`src/rtl/dtc_pkg.sv`:
```
package dtc_pkg;
	// ----------------------------------------------------------------
	// register map (printed offsets are not multiples of four: indices)
	// ----------------------------------------------------------------
	localparam logic [19:0] DTC_IDX_CH0_FILT = 20'h0_f026a;
	localparam logic [19:0] DTC_IDX_CH1_FILT = 20'h0_f026b;
	localparam logic [19:0] DTC_IDX_CH0_CCC = 20'h0_f0270;
	localparam logic [19:0] DTC_IDX_CH1_CCC = 20'h0_f0280;
	localparam logic [19:0] DTC_IDX_CTRL = 20'h0_f0290;
	localparam logic [19:0] DTC_IDX_STAT = 20'h0_f0291;
	localparam logic [7:0] DTC_RST_REG = 8'h00;
	// ----------------------------------------------------------------
	// field codes
	// ----------------------------------------------------------------
	localparam logic [1:0] DTC_FCK_DIV32 = 2'h0;
	localparam logic [1:0] DTC_FCK_DIV8 = 2'h1;
	localparam logic [1:0] DTC_FCK_DIV1 = 2'h2;
	localparam logic [1:0] DTC_FCK_SRC = 2'h3;
	localparam logic [1:0] DTC_CUT_OFF = 2'h0;
	localparam logic [1:0] DTC_CUT_HIZ = 2'h1;
	localparam logic [1:0] DTC_CUT_LOW = 2'h2;
	localparam logic [1:0] DTC_CUT_HIGH = 2'h3;
	localparam logic [2:0] DTC_CLR_FREE = 3'h0;
	localparam logic [2:0] DTC_CLR_A = 3'h1;
	localparam logic [2:0] DTC_CLR_B = 3'h2;
	localparam logic [2:0] DTC_CLR_SYNC = 3'h3;
	localparam logic [2:0] DTC_CLR_C = 3'h5;
	localparam logic [2:0] DTC_CLR_D = 3'h6;
	localparam logic [1:0] DTC_EDGE_RISE = 2'h0;
	localparam logic [1:0] DTC_EDGE_FALL = 2'h1;
	localparam logic [1:0] DTC_EDGE_BOTH = 2'h2;
	localparam logic [2:0] DTC_SRC_DIV1 = 3'h0;
	localparam logic [2:0] DTC_SRC_DIV2 = 3'h1;
	localparam logic [2:0] DTC_SRC_DIV4 = 3'h2;
	localparam logic [2:0] DTC_SRC_DIV8 = 3'h3;
	localparam logic [2:0] DTC_SRC_DIV32 = 3'h4;
	localparam logic [2:0] DTC_SRC_EXT = 3'h5;
	// control register bit positions
	localparam int DTC_CTRL_EXTEN = 0;
	localparam int DTC_CTRL_SYNC = 1;
	localparam int DTC_CTRL_PWM = 2;
	localparam int DTC_CTRL_RSPWM = 3;
	localparam int DTC_CTRL_PWM3 = 4;
	localparam int DTC_CTRL_START = 5;
	// filter: edge accepted after this many matching samples
	localparam int DTC_FILT_SAMPLES = 3;
	localparam logic [2:0] DTC_FILT_CNT_MAX = 3'(DTC_FILT_SAMPLES);
	localparam logic [4:0] DTC_PRE_MAX = 5'h1f;
	localparam logic [15:0] DTC_CNT_RST = 16'h0000;
	// ----------------------------------------------------------------
	// carriers
	// ----------------------------------------------------------------
	typedef struct packed {
		logic [1:0] fck;
		logic [1:0] cut_b;
		logic en_d;
		logic en_c;
		logic en_b;
		logic en_a;
	} dtc_filt_t;
	typedef struct packed {
		logic [2:0] clr;
		logic [1:0] edge_sel;
		logic [2:0] src;
	} dtc_ccc_t;
	typedef struct packed {
		logic [3:0] oe_n;
		logic [3:0] lvl;
	} dtc_pins_t;
endpackage : dtc_pkg

```
`src/rtl/dtc_top.sv`:
```
// Strobed register access was decided locally.
`timescale 1ns/100ps
// What this block does
// - enabled filter recognises a pin edge within five filter sampling clocks.
// - filter enable bit 1 turns on the capture pin's digital filter.
// - filter clock field: 00 div32, 01 div8, 10 undivided, 11 count source.
// - with oscillator option set, those filter clocks come from the oscillator.
// - cutoff field: 00 disabled, 01 high impedance, 10 low, 11 high.
// - in PWM modes filter bits become cutoff fields for pins A, B, C, D.
// - channel 1 control is ignored in reset-synchronous and three-phase PWM modes.
// - clear select picks free run, A, B, sync, C or D; others prohibited.
// - synchronous clear acts only when the channel sync bit is 1.
// - external edge: 00 rising, 01 falling, 10 both, 11 prohibited.
// - edge select applies only with source 101 and external clock enable set.
// - source 000 is system clock, or the oscillator when the option is set.
// - source 101 is the external pin, valid only with external clock enable.
// - reset contents are defined only with the peripheral clock running.
module dtc_top
	import dtc_pkg::*;
(
	input wire logic ref_clk,
	input wire logic rst,
	input wire logic [19:0] reg_addr,
	input wire logic [7:0] reg_wdata,
	input wire logic reg_wr,
	input wire logic reg_rd,
	output logic [7:0] reg_rdata,
	input wire logic osc_select_option,
	input wire logic timer_periph_clock_en,
	input wire logic osc_tick,
	input wire logic ext_count_clock_pin,
	input wire logic [7:0] timer_pin_in,
	input wire logic [7:0] capture_match,
	input wire logic [7:0] wave_out,
	input wire logic cutoff_event,
	output logic [1:0] count_tick,
	output logic [1:0] counter_clear,
	output logic [7:0] filtered_in,
	output logic [7:0] pin_out,
	output logic [7:0] pin_oe_n
);
	// ----------------------------------------------------------------
	// registers and bus slave
	// ----------------------------------------------------------------
	dtc_filt_t filt_q [2];
	dtc_ccc_t ccc_q [2];
	logic [7:0] ctrl_q;
	logic [7:0] stat_q;
	logic [7:0] rdata_q;
	logic pwm_any;
	logic ch1_ignored;

	// reset-sync and three-phase modes share channel 0 clocking
	assign pwm_any = ctrl_q[DTC_CTRL_PWM] | ctrl_q[DTC_CTRL_RSPWM] | ctrl_q[DTC_CTRL_PWM3];
	assign ch1_ignored = ctrl_q[DTC_CTRL_RSPWM] | ctrl_q[DTC_CTRL_PWM3];

	// register writes; only held in reset, software gates clocks around us
	always_ff @(posedge ref_clk) begin
		if (rst) begin
			filt_q[0] <= dtc_filt_t'(DTC_RST_REG);
			filt_q[1] <= dtc_filt_t'(DTC_RST_REG);
			ccc_q[0] <= dtc_ccc_t'(DTC_RST_REG);
			ccc_q[1] <= dtc_ccc_t'(DTC_RST_REG);
			ctrl_q <= DTC_RST_REG;
		end else if (reg_wr) begin
			case (reg_addr)
				DTC_IDX_CH0_FILT: filt_q[0] <= dtc_filt_t'(reg_wdata);
				DTC_IDX_CH1_FILT: filt_q[1] <= dtc_filt_t'(reg_wdata);
				DTC_IDX_CH0_CCC: ccc_q[0] <= dtc_ccc_t'(reg_wdata);
				DTC_IDX_CH1_CCC: ccc_q[1] <= dtc_ccc_t'(reg_wdata);
				DTC_IDX_CTRL: ctrl_q <= reg_wdata;
				default: ;
			endcase
		end
	end

	// read data valid the cycle after the strobe; unmapped reads zero
	always_ff @(posedge ref_clk) begin
		if (rst) begin
			rdata_q <= DTC_RST_REG;
		end else if (reg_rd) begin
			case (reg_addr)
				DTC_IDX_CH0_FILT: rdata_q <= filt_q[0];
				DTC_IDX_CH1_FILT: rdata_q <= filt_q[1];
				DTC_IDX_CH0_CCC: rdata_q <= ccc_q[0];
				DTC_IDX_CH1_CCC: rdata_q <= ccc_q[1];
				DTC_IDX_CTRL: rdata_q <= ctrl_q;
				DTC_IDX_STAT: rdata_q <= stat_q;
				default: rdata_q <= DTC_RST_REG;
			endcase
		end else begin
			rdata_q <= DTC_RST_REG;
		end
	end
	assign reg_rdata = rdata_q;

	// ----------------------------------------------------------------
	// prescaler: one tick source for system clock or oscillator
	// ----------------------------------------------------------------
	logic [4:0] pre_q;
	logic base_tick;
	logic div2, div4, div8, div32;

	// oscillator option reroutes the base tick to the oscillator enable
	assign base_tick = osc_select_option ? osc_tick : 1'b1;
	always_ff @(posedge ref_clk) begin
		if (rst) begin
			pre_q <= 5'h00;
		end else if (base_tick) begin
			pre_q <= pre_q + 5'h01;
		end
	end
	assign div2 = base_tick & (pre_q[0] == 1'b1);
	assign div4 = base_tick & (pre_q[1:0] == 2'h3);
	assign div8 = base_tick & (pre_q[2:0] == 3'h7);
	assign div32 = base_tick & (pre_q == DTC_PRE_MAX);

	// ----------------------------------------------------------------
	// external clock pin: three-stage synchroniser, edge detection
	// ----------------------------------------------------------------
	logic [2:0] ext_sync_q;
	logic ext_lvl_q;
	logic ext_rise, ext_fall;

	always_ff @(posedge ref_clk) begin
		if (rst) begin
			ext_sync_q <= 3'h0;
			ext_lvl_q <= 1'b0;
		end else begin
			ext_sync_q <= {ext_sync_q[1:0], ext_count_clock_pin};
			// accept a new level only once stages two and three agree
			if (ext_sync_q[1] == ext_sync_q[2]) begin
				ext_lvl_q <= ext_sync_q[2];
			end
		end
	end
	assign ext_rise = (ext_sync_q[1] == ext_sync_q[2]) & ext_sync_q[2] & ~ext_lvl_q;
	assign ext_fall = (ext_sync_q[1] == ext_sync_q[2]) & ~ext_sync_q[2] & ext_lvl_q;

	// ----------------------------------------------------------------
	// per-channel count source, clear and filter clock
	// ----------------------------------------------------------------
	logic [1:0] src_tick;
	logic [1:0] filt_tick;
	logic [1:0] clr_raw;
	dtc_ccc_t ccc_eff [2];
	dtc_filt_t filt_eff [2];

	// channel 1 follows channel 0 where its own control is ignored
	assign ccc_eff[0] = ccc_q[0];
	assign ccc_eff[1] = ch1_ignored ? ccc_q[0] : ccc_q[1];
	assign filt_eff[0] = filt_q[0];
	assign filt_eff[1] = filt_q[1];

	always_comb begin
		for (int c = 0; c < 2; c++) begin
			src_tick[c] = 1'b0;
			case (ccc_eff[c].src)
				DTC_SRC_DIV1: src_tick[c] = base_tick;
				DTC_SRC_DIV2: src_tick[c] = div2;
				DTC_SRC_DIV4: src_tick[c] = div4;
				DTC_SRC_DIV8: src_tick[c] = div8;
				DTC_SRC_DIV32: src_tick[c] = div32;
				DTC_SRC_EXT: begin
					// pin only counts with the external enable set
					if (ctrl_q[DTC_CTRL_EXTEN]) begin
						case (ccc_eff[c].edge_sel)
							DTC_EDGE_RISE: src_tick[c] = ext_rise;
							DTC_EDGE_FALL: src_tick[c] = ext_fall;
							DTC_EDGE_BOTH: src_tick[c] = ext_rise | ext_fall;
							default: src_tick[c] = 1'b0; // prohibited code never counts
						endcase
					end
				end
				default: src_tick[c] = 1'b0; // prohibited source
			endcase
			filt_tick[c] = 1'b0;
			case (filt_eff[c].fck)
				DTC_FCK_DIV32: filt_tick[c] = div32;
				DTC_FCK_DIV8: filt_tick[c] = div8;
				DTC_FCK_DIV1: filt_tick[c] = base_tick;
				DTC_FCK_SRC: filt_tick[c] = src_tick[c];
				default: filt_tick[c] = 1'b0;
			endcase
			clr_raw[c] = 1'b0;
			case (ccc_eff[c].clr)
				DTC_CLR_FREE: clr_raw[c] = 1'b0;
				DTC_CLR_A: clr_raw[c] = capture_match[4*c+0];
				DTC_CLR_B: clr_raw[c] = capture_match[4*c+1];
				DTC_CLR_C: clr_raw[c] = capture_match[4*c+2];
				DTC_CLR_D: clr_raw[c] = capture_match[4*c+3];
				default: clr_raw[c] = 1'b0; // sync handled below, others prohibited
			endcase
		end
	end

	// counts only while started; source changes take effect at once, even while running
	assign count_tick = ctrl_q[DTC_CTRL_START] ? src_tick : 2'b00;

	// sync clear mirrors the other channel's clear when the sync bit is set
	always_comb begin
		for (int c = 0; c < 2; c++) begin
			counter_clear[c] = clr_raw[c];
			if (ccc_eff[c].clr == DTC_CLR_SYNC && ctrl_q[DTC_CTRL_SYNC]) begin
				counter_clear[c] = clr_raw[1-c];
			end
		end
	end

	// ----------------------------------------------------------------
	// input digital filter, one per capture pin
	// ----------------------------------------------------------------
	logic [7:0] filt_en;
	logic [7:0] pin_s1_q, pin_s2_q, pin_s3_q;
	logic [7:0] filt_out_q;
	logic [2:0] filt_cnt_q [8];

	// filter disabled in PWM modes where its bits mean cutoff
	always_comb begin
		for (int c = 0; c < 2; c++) begin
			filt_en[4*c+0] = filt_eff[c].en_a & ~pwm_any;
			filt_en[4*c+1] = filt_eff[c].en_b & ~pwm_any;
			filt_en[4*c+2] = filt_eff[c].en_c & ~pwm_any;
			filt_en[4*c+3] = filt_eff[c].en_d & ~pwm_any;
		end
	end

	always_ff @(posedge ref_clk) begin
		if (rst) begin
			pin_s1_q <= 8'h00;
			pin_s2_q <= 8'h00;
			pin_s3_q <= 8'h00;
		end else begin
			pin_s1_q <= timer_pin_in;
			pin_s2_q <= pin_s1_q;
			pin_s3_q <= pin_s2_q;
		end
	end

	// three equal samples accept a level: edge seen within five samples
	always_ff @(posedge ref_clk) begin
		if (rst) begin
			filt_out_q <= 8'h00;
			for (int p = 0; p < 8; p++) begin
				filt_cnt_q[p] <= 3'h0;
			end
		end else begin
			for (int p = 0; p < 8; p++) begin
				if (pin_s2_q[p] != pin_s3_q[p]) begin
					filt_cnt_q[p] <= filt_cnt_q[p]; // unsettled, hold
				end else if (!filt_en[p]) begin
					filt_out_q[p] <= pin_s3_q[p];
					filt_cnt_q[p] <= 3'h0;
				end else if (pin_s3_q[p] == filt_out_q[p]) begin
					filt_cnt_q[p] <= 3'h0;
				end else if (filt_tick[p/4]) begin
					if (filt_cnt_q[p] == DTC_FILT_CNT_MAX - 3'h1) begin
						filt_out_q[p] <= pin_s3_q[p];
						filt_cnt_q[p] <= 3'h0;
					end else begin
						filt_cnt_q[p] <= filt_cnt_q[p] + 3'h1;
					end
				end
			end
		end
	end
	assign filtered_in = filt_out_q;

	// ----------------------------------------------------------------
	// forced cutoff of the waveform outputs
	// ----------------------------------------------------------------
	logic cut_q;
	logic [1:0] cut_fld [8];
	logic [7:0] pout_q, poe_n_q;

	// latched until software stops the counter
	always_ff @(posedge ref_clk) begin
		if (rst) begin
			cut_q <= 1'b0;
		end else if (cutoff_event) begin
			cut_q <= 1'b1;
		end else if (!ctrl_q[DTC_CTRL_START]) begin
			cut_q <= 1'b0;
		end
	end

	always_comb begin
		for (int c = 0; c < 2; c++) begin
			cut_fld[4*c+0] = filt_eff[c].fck;
			cut_fld[4*c+1] = filt_eff[c].cut_b;
			cut_fld[4*c+2] = {filt_eff[c].en_d, filt_eff[c].en_c};
			cut_fld[4*c+3] = {filt_eff[c].en_b, filt_eff[c].en_a};
		end
	end

	always_ff @(posedge ref_clk) begin
		if (rst) begin
			pout_q <= 8'h00;
			poe_n_q <= 8'hff;
		end else begin
			for (int p = 0; p < 8; p++) begin
				pout_q[p] <= wave_out[p];
				poe_n_q[p] <= ~pwm_any;
				if (pwm_any && (cut_q || cutoff_event) && cut_fld[p] != DTC_CUT_OFF) begin
					case (cut_fld[p])
						DTC_CUT_HIZ: begin
							pout_q[p] <= 1'b0;
							poe_n_q[p] <= 1'b1;
						end
						DTC_CUT_LOW: pout_q[p] <= 1'b0;
						DTC_CUT_HIGH: pout_q[p] <= 1'b1;
						default: pout_q[p] <= wave_out[p];
					endcase
				end
			end
		end
	end
	assign pin_out = pout_q;
	assign pin_oe_n = poe_n_q;

	// status: cutoff latched, external level, filtered pins of channel 0
	always_ff @(posedge ref_clk) begin
		if (rst) begin
			stat_q <= DTC_RST_REG;
		end else begin
			stat_q <= {cut_q, ext_lvl_q, timer_periph_clock_en, 1'b0, filt_out_q[3:0]};
		end
	end
endmodule : dtc_top

```
`config.mk`:
```
export PLATFORM = sky130hd
export DESIGN_NAME = dtc_top
export DESIGN_NICKNAME = d
export VERILOG_FILES = /design/src/rtl/dtc_pkg.sv /design/src/rtl/dtc_top.sv
export SDC_FILE = /design/constraint.sdc
export NUM_CORES = 1
export LEC_CHECK = 0
export BUFFER_PORTS_ARGS = -buffer_cell sky130_fd_sc_hd__buf_4
export CELL_PAD_IN_SITES_DETAIL_PLACEMENT = 0
export CELL_PAD_IN_SITES_GLOBAL_PLACEMENT = 1
export CORE_MARGIN = 3
export CORE_UTILIZATION = 44
export DETAILED_ROUTE_END_ITERATION = 10
export GPL_TIMING_DRIVEN = 0
export PLACE_DENSITY_LB_ADDON = 0.1
export SLEW_MARGIN = 20
export SYNTH_ARGS = -nofsm -noshare
export SYNTH_HDL_FRONTEND = slang
export SYNTH_SLANG_ARGS = --single-unit
```
`constraint.sdc`:
```
create_clock -name ref_clk -period 3.1 [get_ports ref_clk]
set_input_delay 0.155 -clock ref_clk [delete_from_list [all_inputs] [get_ports ref_clk]]
set_output_delay 0.155 -clock ref_clk [all_outputs]
set_load 0.02 [all_outputs]
```
==> impl_metrics.ini <==
[floorplan]
dieWidth_um = 128
die_h_um = 128
pin_count = 97
start_util = 0.459
die-area_um2 = 16300
core_um2 = 14200
row_count = 43

[global_route]
overflow = 0
grt_max_degree = 17
grt_use_total = 0.212
antenna_found_initial = 0
grt_pass1_vias = 5195
grt_pass1_wl_um = 26900

[worst_setup_path]
r2r_setup_slack_ns = 0.20
reg2regPathDepth = 9
crit_path_end_kind = register
path_class = register to register
r2r_start = pre_q[0]
critPathSlowestCell = a311o_1
worstReg2RegEnd = filt_cnt_q[0][9]
crit_required_ns = 3.27
critical_path.max_fanout = 10
cp-start-kind = register
crit_path_cell_trace = ha_2 > and3_1 > ha_1 > nor4b_1 > a211o_1 > a32oi_2 > buf_2 > nand3b_1 > a311o_1
cp_data_arrival_time_ns = 3.06
critical-path-max-stage-delay_ns = 0.42

[final_layout]
antenna_cells = 0
multi_input_area_um2 = 3050
reg_top3 = filt_cnt_q (24), ccc_q (16), filt_q (16)
largest_reg_flops = 24
final_layout_size_suffix_gt1_frac = 0.211
nNetsFinal = 864
area_growth_pct = 26.0
regArea_um2 = 3300
fillers = 1246
top_register = filt_cnt_q

[cts]
clockRootBuffer = clkbuf_16
cts_tree = built
h-tree-depth = 4
cts_sinks = 137
path_clk_slew_ns = 0.06
insertion_delay_ns = 0.42
cts_setup_buffers = 0
clockBufferDepth = 2
cts_buffers = 17

[min_path]
worst_hold_path.endpoint = pin_out[2]
hold_path_depth = 3
min_path_type = input port to register
hp-start = wave_out[2]

[placement]
dp_worst_setup_slack_ns = -0.0526
io_buffers = 96
gp_congestion = 0.841
hpwl_um = 12800

[timing]
hold_violations = 0
setup_viol = 0
min_period_ns = 2.90
skew_ns = 0.00830
slew_headroom = 0.330
worstMarginPinSlew_ns = 0.998
max_clock_freq_ghz = 0.345
drv_slew = 0
fin_crit_sh = 0.934
layout_setup_ws_ns = 0.203

[drt]
first_pass_iters = 5
vias_per_cell = 5.59
routedWlPerCell_um = 17.7
antenna_left = 0
wl_um = 17200
remaining_drc_errors = 0
drtIter0Drc = 474
vias = 5431

[yosys]
netlist_instances = 649
synth_ff_type = dfxtp_1
yosys.area.top_type = edfxtp_1
synth_top_area_share = 0.258
synth_warnings = 0
async_flop_share = 0
synth.area.top_cells = edfxtp_1 (26%), dfxtp_1 (25%), ha_1 (4.6%)
avgSynthCellArea_um2 = 10.0
ys_seq_elements = 137
synth_cell_type_count = 66
synth_area_um2 = 6520
synth_nets = 734
synth-edff-count = 56
yosysSeqAreaShare = 0.507

[power_and_ir_drop]
p_int_w = 0.00327
power.density_nw_per_um2 = 522
power_frac_comb = 0.077
power.total_w = 0.00429
clkPwrFrac = 0.458
max-vdd-ir-drop_uv = 362
switchingPower_w = 0.00102
seqPwrFrac = 0.465
switching_share = 0.239
p_leak_nw = 3.22

[run_status]
status = complete, no violations

[run]
cap_violations = 0
-- layout make-up --
class	count	area share
Clock buffer	21	0.0614
Tap cell	180	0.0274
Inverter	18	0.00823
Sequential cell	137	0.402
Multi-Input combinational cell	473	0.371
Buffer	21	0.0133
Timing Repair Buffer	111	0.106
Clock inverter	11	0.00975
-- Yosys cell counts, drive strengths merged (4+ instances only) --
cell / number
dfxtp: 81
nand2: 76
nor2: 60
edfxtp: 56
nor2b: 38
o21ai: 37
a21oi: 36
ha: 24
and2: 23
a22oi: 18
inv: 18
mux2i: 16
nand3: 14
clkbuf: 13
mux2: 13
nand2b: 12
a31oi: 8
buf: 8
nand4: 7
or4: 7
a311oi: 6
nor3: 6
a21o: 5
nor3b: 5
a211o: 4
nand3b: 4
xnor2: 4
-- what timing repair did --
action / CTS / global route
hold buffers: 15 / 0
pin swaps: 0 / 0
endpoints found under the hold margin: 15 / 0
setup endpoints to repair: 12 / 23
gates resized for setup: 1 / 3
-- layout by cell type, fill, tap and decap left out, types with 3 or more instances in the layout --
master,instances
a22oi_1,18
mux2_2,13
nor2b_1,38
clkinv_4,4
nor3_1,5
and4_1,3
a32o_1,3
nand3b_1,4
nand2_1,76
a311o_1,3
a21oi_1,36
and2_1,23
clkinv_2,3
ha_1,23
o21ai_0,35
nand3_1,14
or3_1,3
or4_4,5
nand4b_1,3
dfxtp_1,80
nor3b_1,3
nand2b_1,12
clkbuf_16,20
buf_2,3
nor2_1,57
buf_4,96
a31oi_1,8
xnor2_1,4
mux2i_1,16
a21o_1,5
or4b_1,3
dlygate4sd3_1,15
edfxtp_1,56
a211o_1,4
clkbuf_1,14
a311oi_1,6
inv_1,18
nand4_1,7
-- how the worst max path moves through the flow --
stage                        start                end  slack (ns)  cells after the start
final                     pre_q[0]   filt_cnt_q[0][9]        0.20                      9
after global routing      pre_q[0]   filt_cnt_q[0][6]       -0.04                      9
after CTS                 pre_q[0]   filt_cnt_q[0][9]        0.09                      9
after detailed placement  pre_q[0]  filt_cnt_q[0][11]       -0.05                      9
after global placement    pre_q[0]  filt_cnt_q[0][10]      -0.004                      9
after floorplan           pre_q[0]  filt_cnt_q[0][10]        0.57                      9
-- layer usage --
metal  up-vias  track usage  part of all wire
met4         0       0.0693             0.019
met5         -            0                 0
met1      2563        0.287              0.45
met3        26       0.0400             0.063
li1       2621            -                 -
met2       221        0.345              0.46
-- logic make-up after synthesis --
| family | after synthesis | share of synthesized area |
|---|---|---|
| muxes | 29 | 0.0470 |
| xor gates and xnor gates | 5 | 0.00672 |
| AOI/OAI and AO/OA | 139 | 0.138 |
| adders and majority gates | 24 | 0.0461 |
| DFF | 137 | 0.507 |
| buffers and inverters | 39 | 0.0271 |
| and+or+nand+nor | 276 | 0.228 |
-- through the flow --
step / cell area [um^2] / setup TNS [ns] / std cells / utilization / hold WS, ns
detailed placement: 7460 / -0.352 / 925 / 0.526 / 0.370
CTS: 8210 / 0 / 972 / 0.578 / 0.00193
global placement: 7460 / -0.0224 / 925 / 0.526 / 0.365
finish: 8210 / 0 / 972 / 0.578 / 0.00741
global route: 8210 / -0.233 / 972 / 0.578 / 0.0158
floorplan: 6520 / 0 / 649 / - / 0.272
-- power by group through the flow --
stage / logic (W) / clock network (W) / registers (W)
2_1_floorplan: 0.000167 / 0 / 0.00202
3_3_place_gp: 0.000307 / 0 / 0.00203
3_5_place_dp: 0.000313 / 0 / 0.00203
4_1_cts: 0.000331 / 0.00198 / 0.00199
5_1_grt: 0.000364 / 0.00206 / 0.00200
6_report: 0.000331 / 0.00196 / 0.00200
-- worst max-delay path, delay by kind of cell, from the launching register on --
| kind | cells | cell delay, ns |
|---|---|---|
| AO/OA/AOI/OAI | 3 | 1.08 |
| AND/OR/NAND/NOR | 3 | 0.46 |
| adder cells (fa/ha/maj) | 2 | 0.44 |
| flip-flops | 1 | 0.35 |
| buffers and inverters | 1 | 0.31 |
No activity file was read; power rests on OpenSTA's default activity.
